[src/logic/lintm_pkg.sv]
// package: timing constants and carrier types for the lin transceiver control logic
package lintm_pkg;

  localparam int unsigned CLK_HZ = 20_000_000;

  // times in their own units, as specified
  localparam int unsigned WAKE_QUAL_MIN_US   = 25;
  localparam int unsigned WAKE_QUAL_MAX_US   = 150;
  localparam int unsigned CLEAR_MIN_US       = 8;
  localparam int unsigned CLEAR_MAX_US       = 50;
  localparam int unsigned DOM_TO_MIN_MS      = 20;
  localparam int unsigned DOM_TO_NOM_MS      = 34;
  localparam int unsigned DOM_TO_MAX_MS      = 80;
  localparam int unsigned MODE_CHG_MIN_US    = 2;
  localparam int unsigned MODE_CHG_MAX_US    = 15;
  localparam int unsigned NORM_INIT_MAX_US   = 30;
  localparam int unsigned PWRUP_MAX_US       = 1500;
  localparam int unsigned STUCK_DOM_MS       = DOM_TO_NOM_MS;

  // chosen operating points: nominal wake qualify, clear in the lower half of its window
  localparam int unsigned WAKE_QUAL_US = 100;
  localparam int unsigned CLEAR_US     = 17;
  localparam int unsigned MODE_CHG_US  = 5;
  localparam int unsigned NORM_INIT_US = 20;
  localparam int unsigned PWRUP_US     = 1000;

  localparam int unsigned CYC_PER_US = CLK_HZ / 1_000_000;
  localparam int unsigned WAKE_QUAL_CYC = WAKE_QUAL_US * CYC_PER_US;
  localparam int unsigned CLEAR_CYC     = CLEAR_US * CYC_PER_US;
  localparam int unsigned MODE_CHG_CYC  = MODE_CHG_US * CYC_PER_US;
  localparam int unsigned NORM_INIT_CYC = NORM_INIT_US * CYC_PER_US;
  localparam int unsigned PWRUP_CYC     = PWRUP_US * CYC_PER_US;
  localparam int unsigned DOM_TO_CYC    = DOM_TO_NOM_MS * 1000 * CYC_PER_US;
  localparam int unsigned STUCK_DOM_CYC = STUCK_DOM_MS * 1000 * CYC_PER_US;

  localparam int unsigned CNT_W = 20;

  typedef enum logic [1:0] {
    LINTM_SLEEP,
    LINTM_STANDBY,
    LINTM_NORMAL
  } lintm_mode_t;

  // host-side pins
  typedef struct packed {
    logic txd;
    logic en;
  } lintm_host_in_t;

  // status flags seen by the host
  typedef struct packed {
    logic dom_timeout;
    logic wake_lockout;
    logic rx_valid;
  } lintm_stat_t;

endpackage
[src/logic/lintm_core.sv]
// lin transceiver control: modes, wake qualification, dominant timeout, rx gating
`timescale 1ns/1ns
// How it works
// - in low power, bus wake needs continuous dominant for 25 to 150 us.
// - after stuck-dominant lockout, re-arm wake once recessive 8 to 50 us.
// - transmit dominant timeout expires between 20 and 80 ms, nominally 34.
// - falling txd starts timer; expiry disables driver; rising txd clears it.
// - standby to normal, or normal to sleep, completes in 2 to 15 us.
// - after entering normal, rx data is valid within 30 us.
// - sleep to normal takes mode change plus init; host waits both.
// - after power-up, rx output is valid within 1.5 ms.
// - host supplies bit stream on txd; device drives it onto the bus.
// - txd low drives dominant, high recessive; unconnected txd reads low.
// - received bus level is delivered to the host on rxd.
// - normal: rxd follows bus; standby: rxd held low for wake request.
// - bus has two states only: dominant and recessive.
// - wake sources are the enable input and qualified bus dominant.
// - enable high means normal with both paths; low means sleep, none.
// - receive path follows bus transitions up to 100 kbps.
module lintm_core
  import lintm_pkg::*;
#(
  parameter int unsigned DOM_TO_CYCLES = DOM_TO_CYC,
  parameter int unsigned STUCK_CYCLES  = STUCK_DOM_CYC,
  parameter int unsigned PWRUP_CYCLES  = PWRUP_CYC
) (
  input  wire logic                     i_clk,
  input  wire logic                     i_rst_n,
  input  wire lintm_pkg::lintm_host_in_t i_host,
  input  wire logic                     i_bus_in,
  output logic                          o_bus_oe_n,
  output logic                          o_rxd_o,
  output logic                          o_rxd_oe_n,
  output lintm_pkg::lintm_mode_t        o_mode,
  output lintm_pkg::lintm_stat_t        o_stat
);
  import lintm_pkg::*;

  // wake qualify must finish below the stuck threshold, or bus wake is lost
  if (DOM_TO_CYCLES < 2 || DOM_TO_CYCLES >= (1 << CNT_W) ||
      STUCK_CYCLES < 2 || STUCK_CYCLES >= (1 << CNT_W) ||
      STUCK_CYCLES <= WAKE_QUAL_CYC ||
      PWRUP_CYCLES < 2 || PWRUP_CYCLES >= (1 << CNT_W)) begin : g_chk
    $error("lintm_core: count parameter out of range");
  end

  localparam logic [CNT_W-1:0] DOM_TO_C = CNT_W'(DOM_TO_CYCLES);
  localparam logic [CNT_W-1:0] STUCK_C  = CNT_W'(STUCK_CYCLES);
  localparam logic [CNT_W-1:0] PWRUP_C  = CNT_W'(PWRUP_CYCLES);
  localparam logic [CNT_W-1:0] WQ_C     = CNT_W'(WAKE_QUAL_CYC);
  localparam logic [CNT_W-1:0] CLR_C    = CNT_W'(CLEAR_CYC);
  localparam logic [CNT_W-1:0] MC_C     = CNT_W'(MODE_CHG_CYC);
  localparam logic [CNT_W-1:0] NI_C     = CNT_W'(NORM_INIT_CYC);
  localparam logic [CNT_W-1:0] ONE_C    = CNT_W'(1);

  lintm_mode_t      mode_q, mode_d;
  logic [CNT_W-1:0] mc_cnt_q, mc_cnt_d;   // mode change delay
  logic [CNT_W-1:0] ni_cnt_q, ni_cnt_d;   // normal init delay
  logic [CNT_W-1:0] pw_cnt_q, pw_cnt_d;   // power-up delay
  logic [CNT_W-1:0] dom_cnt_q, dom_cnt_d; // bus dominant length
  logic [CNT_W-1:0] rec_cnt_q, rec_cnt_d; // bus recessive length
  logic [CNT_W-1:0] dto_cnt_q, dto_cnt_d; // txd low length
  logic             txd_q, dto_q, lock_q, wake_q, pw_done_q;
  logic             dto_d, lock_d, wake_d;
  logic             bus_oe_n_q, rx_valid_q, rxd_oe_n_q;

  // bus is a single bit, 0 dominant, 1 recessive
  wire bus_dom     = ~i_bus_in;
  wire in_normal   = (mode_q == LINTM_NORMAL);
  wire low_power   = ~in_normal;
  wire txd_fall    = txd_q & ~i_host.txd;
  wire txd_rise    = ~txd_q & i_host.txd;
  wire dto_expire  = in_normal & ~i_host.txd & ~dto_q & (dto_cnt_q == DOM_TO_C - ONE_C);
  wire bus_qual    = low_power & ~lock_q & bus_dom & (dom_cnt_q == WQ_C - ONE_C);
  wire stuck_hit   = bus_dom & ~lock_q & (dom_cnt_q == STUCK_C - ONE_C);
  wire rearm       = lock_q & ~bus_dom & (rec_cnt_q == CLR_C - ONE_C);
  wire mc_pending  = (mc_cnt_q != '0);
  wire mc_done     = (mc_cnt_q == ONE_C);
  wire rx_valid    = in_normal & pw_done_q & (ni_cnt_q == '0) & ~mc_pending;
  // en request differs from the current mode: start the mode change timer
  wire want_normal = i_host.en & (mode_q != LINTM_NORMAL);
  wire want_sleep  = ~i_host.en & (mode_q == LINTM_NORMAL);

  always_comb begin
    mode_d   = mode_q;
    mc_cnt_d = mc_cnt_q;
    ni_cnt_d = (ni_cnt_q != '0) ? ni_cnt_q - ONE_C : ni_cnt_q;
    if (!mc_pending && (want_normal || want_sleep)) begin
      mc_cnt_d = MC_C;
    end else if (mc_pending && !(want_normal || want_sleep)) begin
      mc_cnt_d = '0;                   // request withdrawn before completion
    end else if (mc_done) begin
      mc_cnt_d = '0;
      if (want_normal) begin
        mode_d   = LINTM_NORMAL;
        ni_cnt_d = NI_C;
      end else begin
        mode_d = LINTM_SLEEP;
      end
    end else if (mc_pending) begin
      mc_cnt_d = mc_cnt_q - ONE_C;
    end
    // qualified bus wake moves sleep to standby, where rxd flags it
    if (bus_qual && mode_q == LINTM_SLEEP && mode_d == LINTM_SLEEP) begin
      mode_d = LINTM_STANDBY;
    end
  end

  always_comb begin
    dom_cnt_d = bus_dom ? ((dom_cnt_q != STUCK_C) ? dom_cnt_q + ONE_C : dom_cnt_q) : '0;
    rec_cnt_d = bus_dom ? '0 : ((rec_cnt_q != CLR_C) ? rec_cnt_q + ONE_C : rec_cnt_q);
    // restart on a falling edge, count while low; a stuck-low txd at reset also counts
    if (!in_normal || i_host.txd || txd_fall) begin
      dto_cnt_d = '0;
    end else begin
      dto_cnt_d = (dto_cnt_q != DOM_TO_C) ? dto_cnt_q + ONE_C : dto_cnt_q;
    end
    dto_d  = (dto_q | dto_expire) & ~txd_rise & in_normal;
    lock_d = (lock_q | stuck_hit) & ~rearm;
    // wake request sticks until normal mode is reached
    wake_d = (wake_q | bus_qual) & ~in_normal;
  end

  always_ff @(posedge i_clk) begin
    if (!i_rst_n) begin
      mode_q    <= LINTM_SLEEP;
      mc_cnt_q  <= '0;
      ni_cnt_q  <= '0;
      pw_cnt_q  <= '0;
      pw_done_q <= 1'b0;
      dom_cnt_q <= '0;
      rec_cnt_q <= '0;
      dto_cnt_q <= '0;
      txd_q     <= 1'b0;   // txd pulled down when floating
      dto_q     <= 1'b0;
      lock_q    <= 1'b0;
      wake_q    <= 1'b0;
    end else begin
      mode_q    <= mode_d;
      mc_cnt_q  <= mc_cnt_d;
      ni_cnt_q  <= ni_cnt_d;
      pw_cnt_q  <= pw_cnt_d;
      pw_done_q <= pw_done_q | (pw_cnt_q == PWRUP_C - ONE_C);
      dom_cnt_q <= dom_cnt_d;
      rec_cnt_q <= rec_cnt_d;
      dto_cnt_q <= dto_cnt_d;
      txd_q     <= i_host.txd;
      dto_q     <= dto_d;
      lock_q    <= lock_d;
      wake_q    <= wake_d;
    end
  end

  assign pw_cnt_d = pw_done_q ? pw_cnt_q : pw_cnt_q + ONE_C;

  // outputs: open-drain style, oe_n low means pulling low
  wire bus_drive = in_normal & ~i_host.txd & ~dto_q & ~dto_expire;
  wire rxd_next  = in_normal ? (rx_valid ? i_bus_in : 1'b1)
                             : ~(mode_q == LINTM_STANDBY);

  always_ff @(posedge i_clk) begin
    if (!i_rst_n) begin
      bus_oe_n_q <= 1'b1;
      rx_valid_q <= 1'b0;
      rxd_oe_n_q <= 1'b1;
    end else begin
      bus_oe_n_q <= ~bus_drive;
      // flag moves with rxd on one edge, so the host never sees them split
      rx_valid_q <= rx_valid;
      rxd_oe_n_q <= rxd_next;        // one-cycle path, far faster than 100 kbps
    end
  end

  assign o_bus_oe_n = bus_oe_n_q;
  assign o_rxd_o    = 1'b0;
  assign o_rxd_oe_n = rxd_oe_n_q;
  assign o_mode     = mode_q;
  assign o_stat     = '{dom_timeout: dto_q, wake_lockout: lock_q, rx_valid: rx_valid_q};

  // ---------------- assertions ----------------
  property p_dto_off;
    @(posedge i_clk) disable iff (!i_rst_n)
    dto_q |=> bus_oe_n_q;
  endproperty
  a_dto_off: assert property (p_dto_off) else $error("driver on during timeout");

  property p_dto_clear;
    @(posedge i_clk) disable iff (!i_rst_n)
    (dto_q && txd_rise) |=> !dto_q;
  endproperty
  a_dto_clear: assert property (p_dto_clear) else $error("timeout not cleared");

  property p_dto_len;
    @(posedge i_clk) disable iff (!i_rst_n)
    $rose(dto_q) |-> $past(dto_cnt_q) == DOM_TO_C - ONE_C;
  endproperty
  a_dto_len: assert property (p_dto_len) else $error("timeout at wrong count");

  property p_wake_qual;
    @(posedge i_clk) disable iff (!i_rst_n)
    $rose(wake_q) |-> $past(dom_cnt_q) == WQ_C - ONE_C;
  endproperty
  a_wake_qual: assert property (p_wake_qual) else $error("wake without full dominant");

  property p_rearm;
    @(posedge i_clk) disable iff (!i_rst_n)
    $fell(lock_q) |-> $past(rec_cnt_q) == CLR_C - ONE_C;
  endproperty
  a_rearm: assert property (p_rearm) else $error("lockout cleared early");

  property p_mode_chg;
    @(posedge i_clk) disable iff (!i_rst_n)
    (mc_cnt_q == MC_C && want_normal) ##1 want_normal [*8] |-> ##[0:120] in_normal;
  endproperty
  a_mode_chg: assert property (p_mode_chg) else $error("mode change too slow");

  property p_init;
    @(posedge i_clk) disable iff (!i_rst_n)
    (ni_cnt_q == NI_C && pw_done_q && in_normal) |-> ##[1:600] (rx_valid || !in_normal);
  endproperty
  a_init: assert property (p_init) else $error("rx not valid after init");

  property p_standby_rxd;
    @(posedge i_clk) disable iff (!i_rst_n)
    (mode_q == LINTM_STANDBY) |=> !rxd_oe_n_q;
  endproperty
  a_standby_rxd: assert property (p_standby_rxd) else $error("standby rxd not low");

  property p_rx_follow;
    @(posedge i_clk) disable iff (!i_rst_n)
    rx_valid |=> rxd_oe_n_q == $past(i_bus_in);
  endproperty
  a_rx_follow: assert property (p_rx_follow) else $error("rxd not following bus");

  // before init ends rxd stays released rather than showing stale data
  property p_rx_release;
    @(posedge i_clk) disable iff (!i_rst_n)
    (in_normal && !rx_valid) |=> rxd_oe_n_q;
  endproperty
  a_rx_release: assert property (p_rx_release) else $error("rxd driven before valid");

  property p_sleep_rxd;
    @(posedge i_clk) disable iff (!i_rst_n)
    (mode_q == LINTM_SLEEP) |=> rxd_oe_n_q;
  endproperty
  a_sleep_rxd: assert property (p_sleep_rxd) else $error("rxd driven in sleep");

  // transmit path
  property p_tx_rec;
    @(posedge i_clk) disable iff (!i_rst_n)
    (in_normal && i_host.txd) |=> bus_oe_n_q;
  endproperty
  a_tx_rec: assert property (p_tx_rec) else $error("bus pulled with txd high");

  // the driver follows txd low until the timeout count ends
  property p_tx_low;
    @(posedge i_clk) disable iff (!i_rst_n)
    (in_normal && !i_host.txd && !dto_q && (dto_cnt_q < DOM_TO_C - ONE_C)) |=> !bus_oe_n_q;
  endproperty
  a_tx_low: assert property (p_tx_low) else $error("bus not pulled with txd low");

  property p_sleep_tx;
    @(posedge i_clk) disable iff (!i_rst_n)
    !in_normal |=> bus_oe_n_q;
  endproperty
  a_sleep_tx: assert property (p_sleep_tx) else $error("bus pulled outside normal");

  // leaving normal must drop a pending timeout fault
  property p_dto_normal;
    @(posedge i_clk) disable iff (!i_rst_n)
    !in_normal |=> !dto_q;
  endproperty
  a_dto_normal: assert property (p_dto_normal) else $error("timeout outside normal");

  // mode sequencing
  // mirror of the wake-side check for the drop into sleep
  property p_sleep_chg;
    @(posedge i_clk) disable iff (!i_rst_n)
    (mc_cnt_q == MC_C && want_sleep) ##1 want_sleep [*8] |-> ##[0:120] (mode_q == LINTM_SLEEP);
  endproperty
  a_sleep_chg: assert property (p_sleep_chg) else $error("sleep entry too slow");

  // power-on gate closes exactly once, at the end of its count
  property p_pwrup;
    @(posedge i_clk) disable iff (!i_rst_n)
    $rose(pw_done_q) |-> $past(pw_cnt_q) == PWRUP_C - ONE_C;
  endproperty
  a_pwrup: assert property (p_pwrup) else $error("power-up gate at wrong count");

  // wake and lockout
  // shorter dominant bursts leave a sleeping device asleep
  property p_wake_hold;
    @(posedge i_clk) disable iff (!i_rst_n)
    (mode_q == LINTM_SLEEP && !i_host.en && (dom_cnt_q < WQ_C - ONE_C)) |=> (mode_q == LINTM_SLEEP);
  endproperty
  a_wake_hold: assert property (p_wake_hold) else $error("early bus wake");

  // lockout only after the full stuck-dominant count
  property p_stuck;
    @(posedge i_clk) disable iff (!i_rst_n)
    $rose(lock_q) |-> $past(dom_cnt_q) == STUCK_C - ONE_C;
  endproperty
  a_stuck: assert property (p_stuck) else $error("lockout at wrong count");

endmodule

[config.mk]
export PLATFORM = sky130hd
export DESIGN_NAME = lintm_core
export DESIGN_NICKNAME = d
export VERILOG_FILES = /design/src/logic/lintm_pkg.sv /design/src/logic/lintm_core.sv
export SDC_FILE = /design/constraint.sdc
export NUM_CORES = 1
export LEC_CHECK = 0
export ABC_CLOCK_PERIOD_IN_PS = 2900
export BUFFER_PORTS_ARGS = -buffer_cell sky130_fd_sc_hd__buf_4
export CORE_MARGIN = 8
export CORE_UTILIZATION = 45
export CTS_BUF_LIST = sky130_fd_sc_hd__clkbuf_4
export CTS_CLUSTER_SIZE = 24
export DETAILED_ROUTE_END_ITERATION = 16
export PLACE_DENSITY_LB_ADDON = 0.12
export SYNTH_ARGS = -nofsm -noshare
export SYNTH_HDL_FRONTEND = slang
export SYNTH_SLANG_ARGS = --single-unit
[constraint.sdc]
create_clock -name i_clk -period 2.9 [get_ports i_clk]
set_clock_uncertainty 0.15 [all_clocks]
set_input_delay 0.145 -clock i_clk [delete_from_list [all_inputs] [get_ports i_clk]]
set_output_delay 0.145 -clock i_clk [all_outputs]
set_load 0.02 [all_outputs]
* Yosys cells after proc, flatten, opt, wreduce, memory -nomap -nowiden
Cells that the tools add are included.
** Cells by class
- Add/subtract/negate cells :: 6
- Equal/unequal tests :: 12
- Mux-type cells :: 16
- Bitwise gates (word level) :: 38
- Reduce and logical (&&, ||, !) cells :: 21
** Operator list (count)
- 20-bit 2-to-1 mux :: 5
- 20-bit by 1-bit adder with 20-bit output (second input constant) :: 4
- 20-bit equality test (second input constant) :: 2
- 20-bit inequality test (second input constant) :: 2
- 20-bit nonzero test :: 2
- 20-bit by 1-bit subtractor with 20-bit output (second input constant) :: 2
- 7-bit 2-to-1 mux :: 4
- 1-bit AND :: 21
- 20-bit by 1-bit equality test with 1-bit output (second input constant) :: 1
- 20-bit by 11-bit equality test with 1-bit output (second input constant) :: 1
- 20-bit by 15-bit equality test with 1-bit output (second input constant) :: 1
- 20-bit by 9-bit equality test with 1-bit output (second input constant) :: 1
- 20-bit logical NOT :: 1
- 20-bit by 9-bit inequality test with 1-bit output (second input constant) :: 1
- 1-bit NOT :: 14
- 2-bit 2-to-1 mux :: 4
- 2-bit OR reduction :: 3
- 1-bit logical AND :: 4
- 2-bit logical NOT :: 2
- 4-bit nonzero test :: 1
- 4-bit OR reduction :: 1
- 1-bit logical NOT :: 3
- 1-bit logical OR :: 3
- 1-bit 2-to-1 mux :: 3
- 5 further kinds :: 7
** Word-level totals
- Flip-flop bits (word level) :: 129
- Input port bits :: 5

* Longest topological paths before layout
- Depth in word-level cells :: 10
- Gate-level depth with buffers :: 14
- Gate-level depth less buffers :: 11

* Worst setup path after synthesis
OpenSTA, ideal clock, no wires.
- Path kind :: register -> register
- Start :: register mc_cnt_q[14]
- End :: register ni_cnt_q[3]
- Setup time :: 0.130 ns
- Data arrival time :: 2.848 ns
- Data required time :: 2.620 ns
- Setup slack :: -0.228 ns
- Stages on the path, launching flop included :: 12
- Clock period less this slack :: 3.128 ns
- Path through :: dfxtp_1 > or4_4 > or4_4 > or2_1 > buf_6 > ha_1 > nor3b_1 > and3_1 > nand3_2 > nand2_1 > buf_6 > a21oi_1
** Between the ends
- Word-level cells in the longest chain between the ends :: 4
- Elaborated cells on any way between the ends :: 8
- Classes of those cells :: 1 x eq/ne; 3 x mux; 4 x reduce/logical
** Ends and longest elaborated chain
- start: declaration :: line lintm_core.sv:57 : logic [CNT_W-1:0] mc_cnt_q, mc_cnt_d;
- start signal: assignment :: line lintm_core.sv:140 : mc_cnt_q <= mc_cnt_d;
- 20-bit by 1-bit equality test with 1-bit output or 20-bit nonzero test (tied branches) :: line lintm_core.sv:78, lintm_core.sv:77
- 20-bit 2-to-1 mux (tied with other cells) :: line lintm_core.sv:92 : end else if (mc_done) begin
- 20-bit 2-to-1 mux or 1-bit logical AND (tied branches) :: line lintm_core.sv:90, lintm_core.sv:88
- 20-bit 2-to-1 mux * :: line lintm_core.sv:88 : if (!mc_pending && (want_normal || want_sleep)) begin
- end signal: assignment :: line lintm_core.sv:141 : ni_cnt_q <= ni_cnt_d;
- end: declaration :: line lintm_core.sv:58 : logic [CNT_W-1:0] ni_cnt_q, ni_cnt_d;
Every way passes the cells marked *; elsewhere a longest branch is shown, timed or not.
A chain may end at the register's enable or synchronous reset.

* Worst setup path after layout
- Start :: register mc_cnt_q[11]
- End :: register mc_cnt_q[11]
** Between the ends
- Word-level cells in the longest chain between the ends :: 4
- Elaborated cells on any way between the ends :: 7
- Classes of those cells :: 1 x add/sub; 1 x eq/ne; 5 x reduce/logical
** Ends and longest elaborated chain
- branches (longest 4 deep; another with 20-bit by 1-bit subtractor with 20-bit output)
Several ways; the timed one is not identified.

==> impl_metrics.py <==
metrics = {
    "outcome": {
        "outcome": "finished with violations",
        "violations": "setup timing",
    },
    "grt": {
        "grt_pass1_wl_um": 21300,
        "overflow": 0,
        "antenna_found_initial": 1,
        "grt_max_degree": 37,
        "grt_pass1_vias": 4787,
        "grt_usage_pct": 14.4,
    },
    "synth": {
        "avgSynthCellArea_sq_um": 8.68,
        "synthCells": 711,
        "syn_nets": 731,
        "async_flop_share_pct": 0,
        "synth_top_area_cell": "dfxtp_1",
        "synth-seq-cells": 129,
        "ys_warn_count": 0,
        "synth_ff_type": "dfxtp_1",
        "seq_area_frac_synth_pct": 41.8,
        "syn-cell-area_sq_um": 6170,
        "yosysUniqueCellTypes": 55,
        "synth_area_leaders": "dfxtp_1, xnor2_1, nor2_1",
        "synth_top_area_share_pct": 41.8,
        "synth_edf_count": 0,
    },
    "clocking": {
        "path_clk_slew_ns": 0.10,
        "clock_path_buffers": 2,
        "cts_setup_buffers": 0,
        "root_buffer": "clkbuf_4",
        "cts_tree": "yes",
        "cts_buffers": 17,
        "clock_sinks": 129,
        "cts.htree.levels": 4,
        "insertion_delay_ns": 0.53,
    },
    "setup_path": {
        "path_cells": "or4_4 -> or4_4 -> or2_4 -> ha_4 -> nand2_2 -> a41o_1 -> or4_1 -> nand2_1",
        "required_ns": 3.22,
        "cpMostUsedCell": "or4_4",
        "critPathKind": "flip-flop to flip-flop",
        "startpoint": "mc_cnt_q[11]",
        "timing.rr.start": "mc_cnt_q[11]",
        "start_kind": "flip-flop",
        "critPathMaxFanout": 3,
        "crit_arrival_ns": 3.24,
        "critPathSlowestCell": "or4_4",
        "critPathCaptureType": "flip-flop",
        "slowest_delay_ns": 0.53,
    },
    "placement": {
        "dp_cells": 895,
        "hpwl_um": 8570,
        "gp_congestion": 0.807,
        "io_buffers": 11,
        "dpl_cell_area_sq_um": 6520,
    },
    "power_and_ir_drop": {
        "ir_drop_v": 0.000352,
        "powerDensity_nw_per_um2": 860,
        "p_leak_nw": 2.43,
    },
    "sta": {
        "slew_headroom_pct": 47.2,
        "finalCriticalPeriod_ns": 2.92,
        "hold_ws_ns": 0.239,
        "fin_crit_sh_pct": 101,
        "maxSlewViolCount": 0,
        "final-setup-viol-count": 1,
        "rsz0062_at_grt": "yes",
        "worst_slack_ns": -0.0223,
        "fmax_mhz": 342,
        "hold_viol": 0,
        "tightest_slew_ns": 0.792,
    },
    "final_layout": {
        "area_delta_synth_final_pct": 11.9,
        "layout_commonest_cell": "dfxtp_1",
        "drive_above_1_share_pct": 12.2,
        "finalNetCount": 763,
        "design_area_sq_um": 6910,
        "final_cell_mix": "dfxtp_1, nor2_1, xnor2_1, xor2_1, nand3_1",
        "instances_no_fill": 932,
        "nFillCells": 1227,
    },
    "floorplanning": {
        "dieArea_sq_um": 17700,
        "initial_utilization_pct": 46.4,
        "die_h_um": 133,
        "pin_count": 13,
        "rows": 42,
        "fp.coreArea_sq_um": 13300,
        "die_w_um": 133,
    },
    "min_path": {
        "min_path_type": "primary input to flip-flop",
        "min_from": "i_host[1]",
    },
    "detailed_routing": {
        "drt_iter0_drc": 189,
        "dr.pass1.iters": 4,
        "via_per_inst": 5.33,
        "wl_um": 12100,
        "dr_total_vias": 4967,
        "wl_per_cell_um": 13.0,
        "drcViolationCount": 0,
        "ant_nets": 0,
    },
    "run": {
        "maxCapViolCount": 0,
    },
}
-- state kept, by name, summed over array words and instances, names as in the netlist --
| register | cells |
|---|---|
| rx_valid_q | 1 |
| txd_q | 1 |
| o_bus_oe_n | 1 |
| pw_done_q | 1 |
| dto_q | 1 |
| lock_q | 1 |
| ni_cnt_q | 20 |
| pw_cnt_q | 20 |
| rec_cnt_q | 20 |
| mc_cnt_q | 20 |
| o_rxd_oe_n | 1 |
| dto_cnt_q | 20 |
| dom_cnt_q | 20 |
| o_mode | 2 |
-- power breakdown --
part / switching [W] / internal (W)
Combinational: 0.00141 / 0.00117
Clock: 0.000605 / 0.000555
Sequential: 0.000207 / 0.00200
Total: 0.00222 / 0.00372
-- worst max-delay path: cells and delay by family (launching register included) --
family	cells	cell delay, ns
AOI/OAI and AO/OA	1	0.22
and+or+nand+nor	6	1.89
adders and majority gates	1	0.27
DFF	1	0.33
-- cells by family after synthesis --
logic type / count (synthesis) / share of synthesized area [%]
flops: 129 / 41.8
buf+inv: 48 / 3.79
fa+ha+maj: 15 / 3.04
xor+xnor: 87 / 12.3
mux: 5 / 0.811
simple gates: 345 / 30.0
compound gates: 81 / 8.13
other cells: 1 / 0.0608
-- routing by layer --
layer / GRT usage [%] / vias up / wire, um
met5: 0 / - / 0
met4: 4.74 / 0 / 130
met3: 4.29 / 11 / 369
met2: 24.4 / 48 / 5880
met1: 17.1 / 2337 / 5760
li1: - / 2571 / -
-- final cells by class --
type | instances | area [sq um] | share of cell area (%)
clock buffers | 23 | 173 | 2.50
multi-input cells | 535 | 3460 | 50.1
diodes | 1 | 2.50 | 0.0362
well taps | 176 | 220 | 3.19
flip-flops and latches | 129 | 2590 | 37.4
repair buffers | 36 | 280 | 4.06
clock inverters | 8 | 88.8 | 1.29
inverters | 24 | 95.1 | 1.38
-- metrics by stage --
stage | setup WS [ns] | total power (W) | TNS, ns | util [%]
3_3_place_gp | -0.00475 | 0.00462 | -0.00475 | 49.1
2_1_floorplan | 0.00295 | 0.00405 | 0 | -
3_5_place_dp | -0.0765 | 0.00467 | -0.159 | 49.1
4_1_cts | -0.0224 | 0.00587 | -0.0446 | 51.4
6_report | -0.0223 | 0.00594 | -0.0223 | 52.0
5_1_grt | -0.114 | 0.00643 | -0.166 | 52.0
-- path summary, 6_finish.rpt --
check	end	slack, ns	depth (start not counted)
worst max-delay path	mc_cnt_q[11]	-0.02	8
worst min-delay path	o_bus_oe_n	0.24	4
worst max register to register	mc_cnt_q[11]	-0.02	8
worst min register to register	ni_cnt_q[10]	0.35	2
-- cells in the mapped netlist (4+ instances only) --
cell	instances
dfxtp_1	129
nor4_1	21
and2_1	22
xnor2_1	46
nand4_1	20
buf_4	4
nor3b_1	4
nor3_1	28
a21boi_0	6
or4_1	11
or3_1	19
xor2_1	41
o21ai_0	21
mux2i_1	5
o21a_1	4
ha_1	15
a21oi_1	25
a211oi_1	4
o211ai_1	4
and3_1	11
nand2_1	32
and4_1	7
inv_1	23
clkbuf_1	15
nor4b_1	4
nand2b_1	9
o41ai_1	4
nor2_1	97
nand3_1	37
nand3b_1	5
-- what timing repair did --
action | 4_1_cts | 5_1_grt
pin swaps | 0 | 9
endpoints found under the setup margin | 14 | 21
resized for setup | 2 | 15
hold buffers | 4 | 0
hold endpoints to repair | 51 | 0
cloned | 0 | 1
Note: power is estimated with default switching activity, not from simulation.
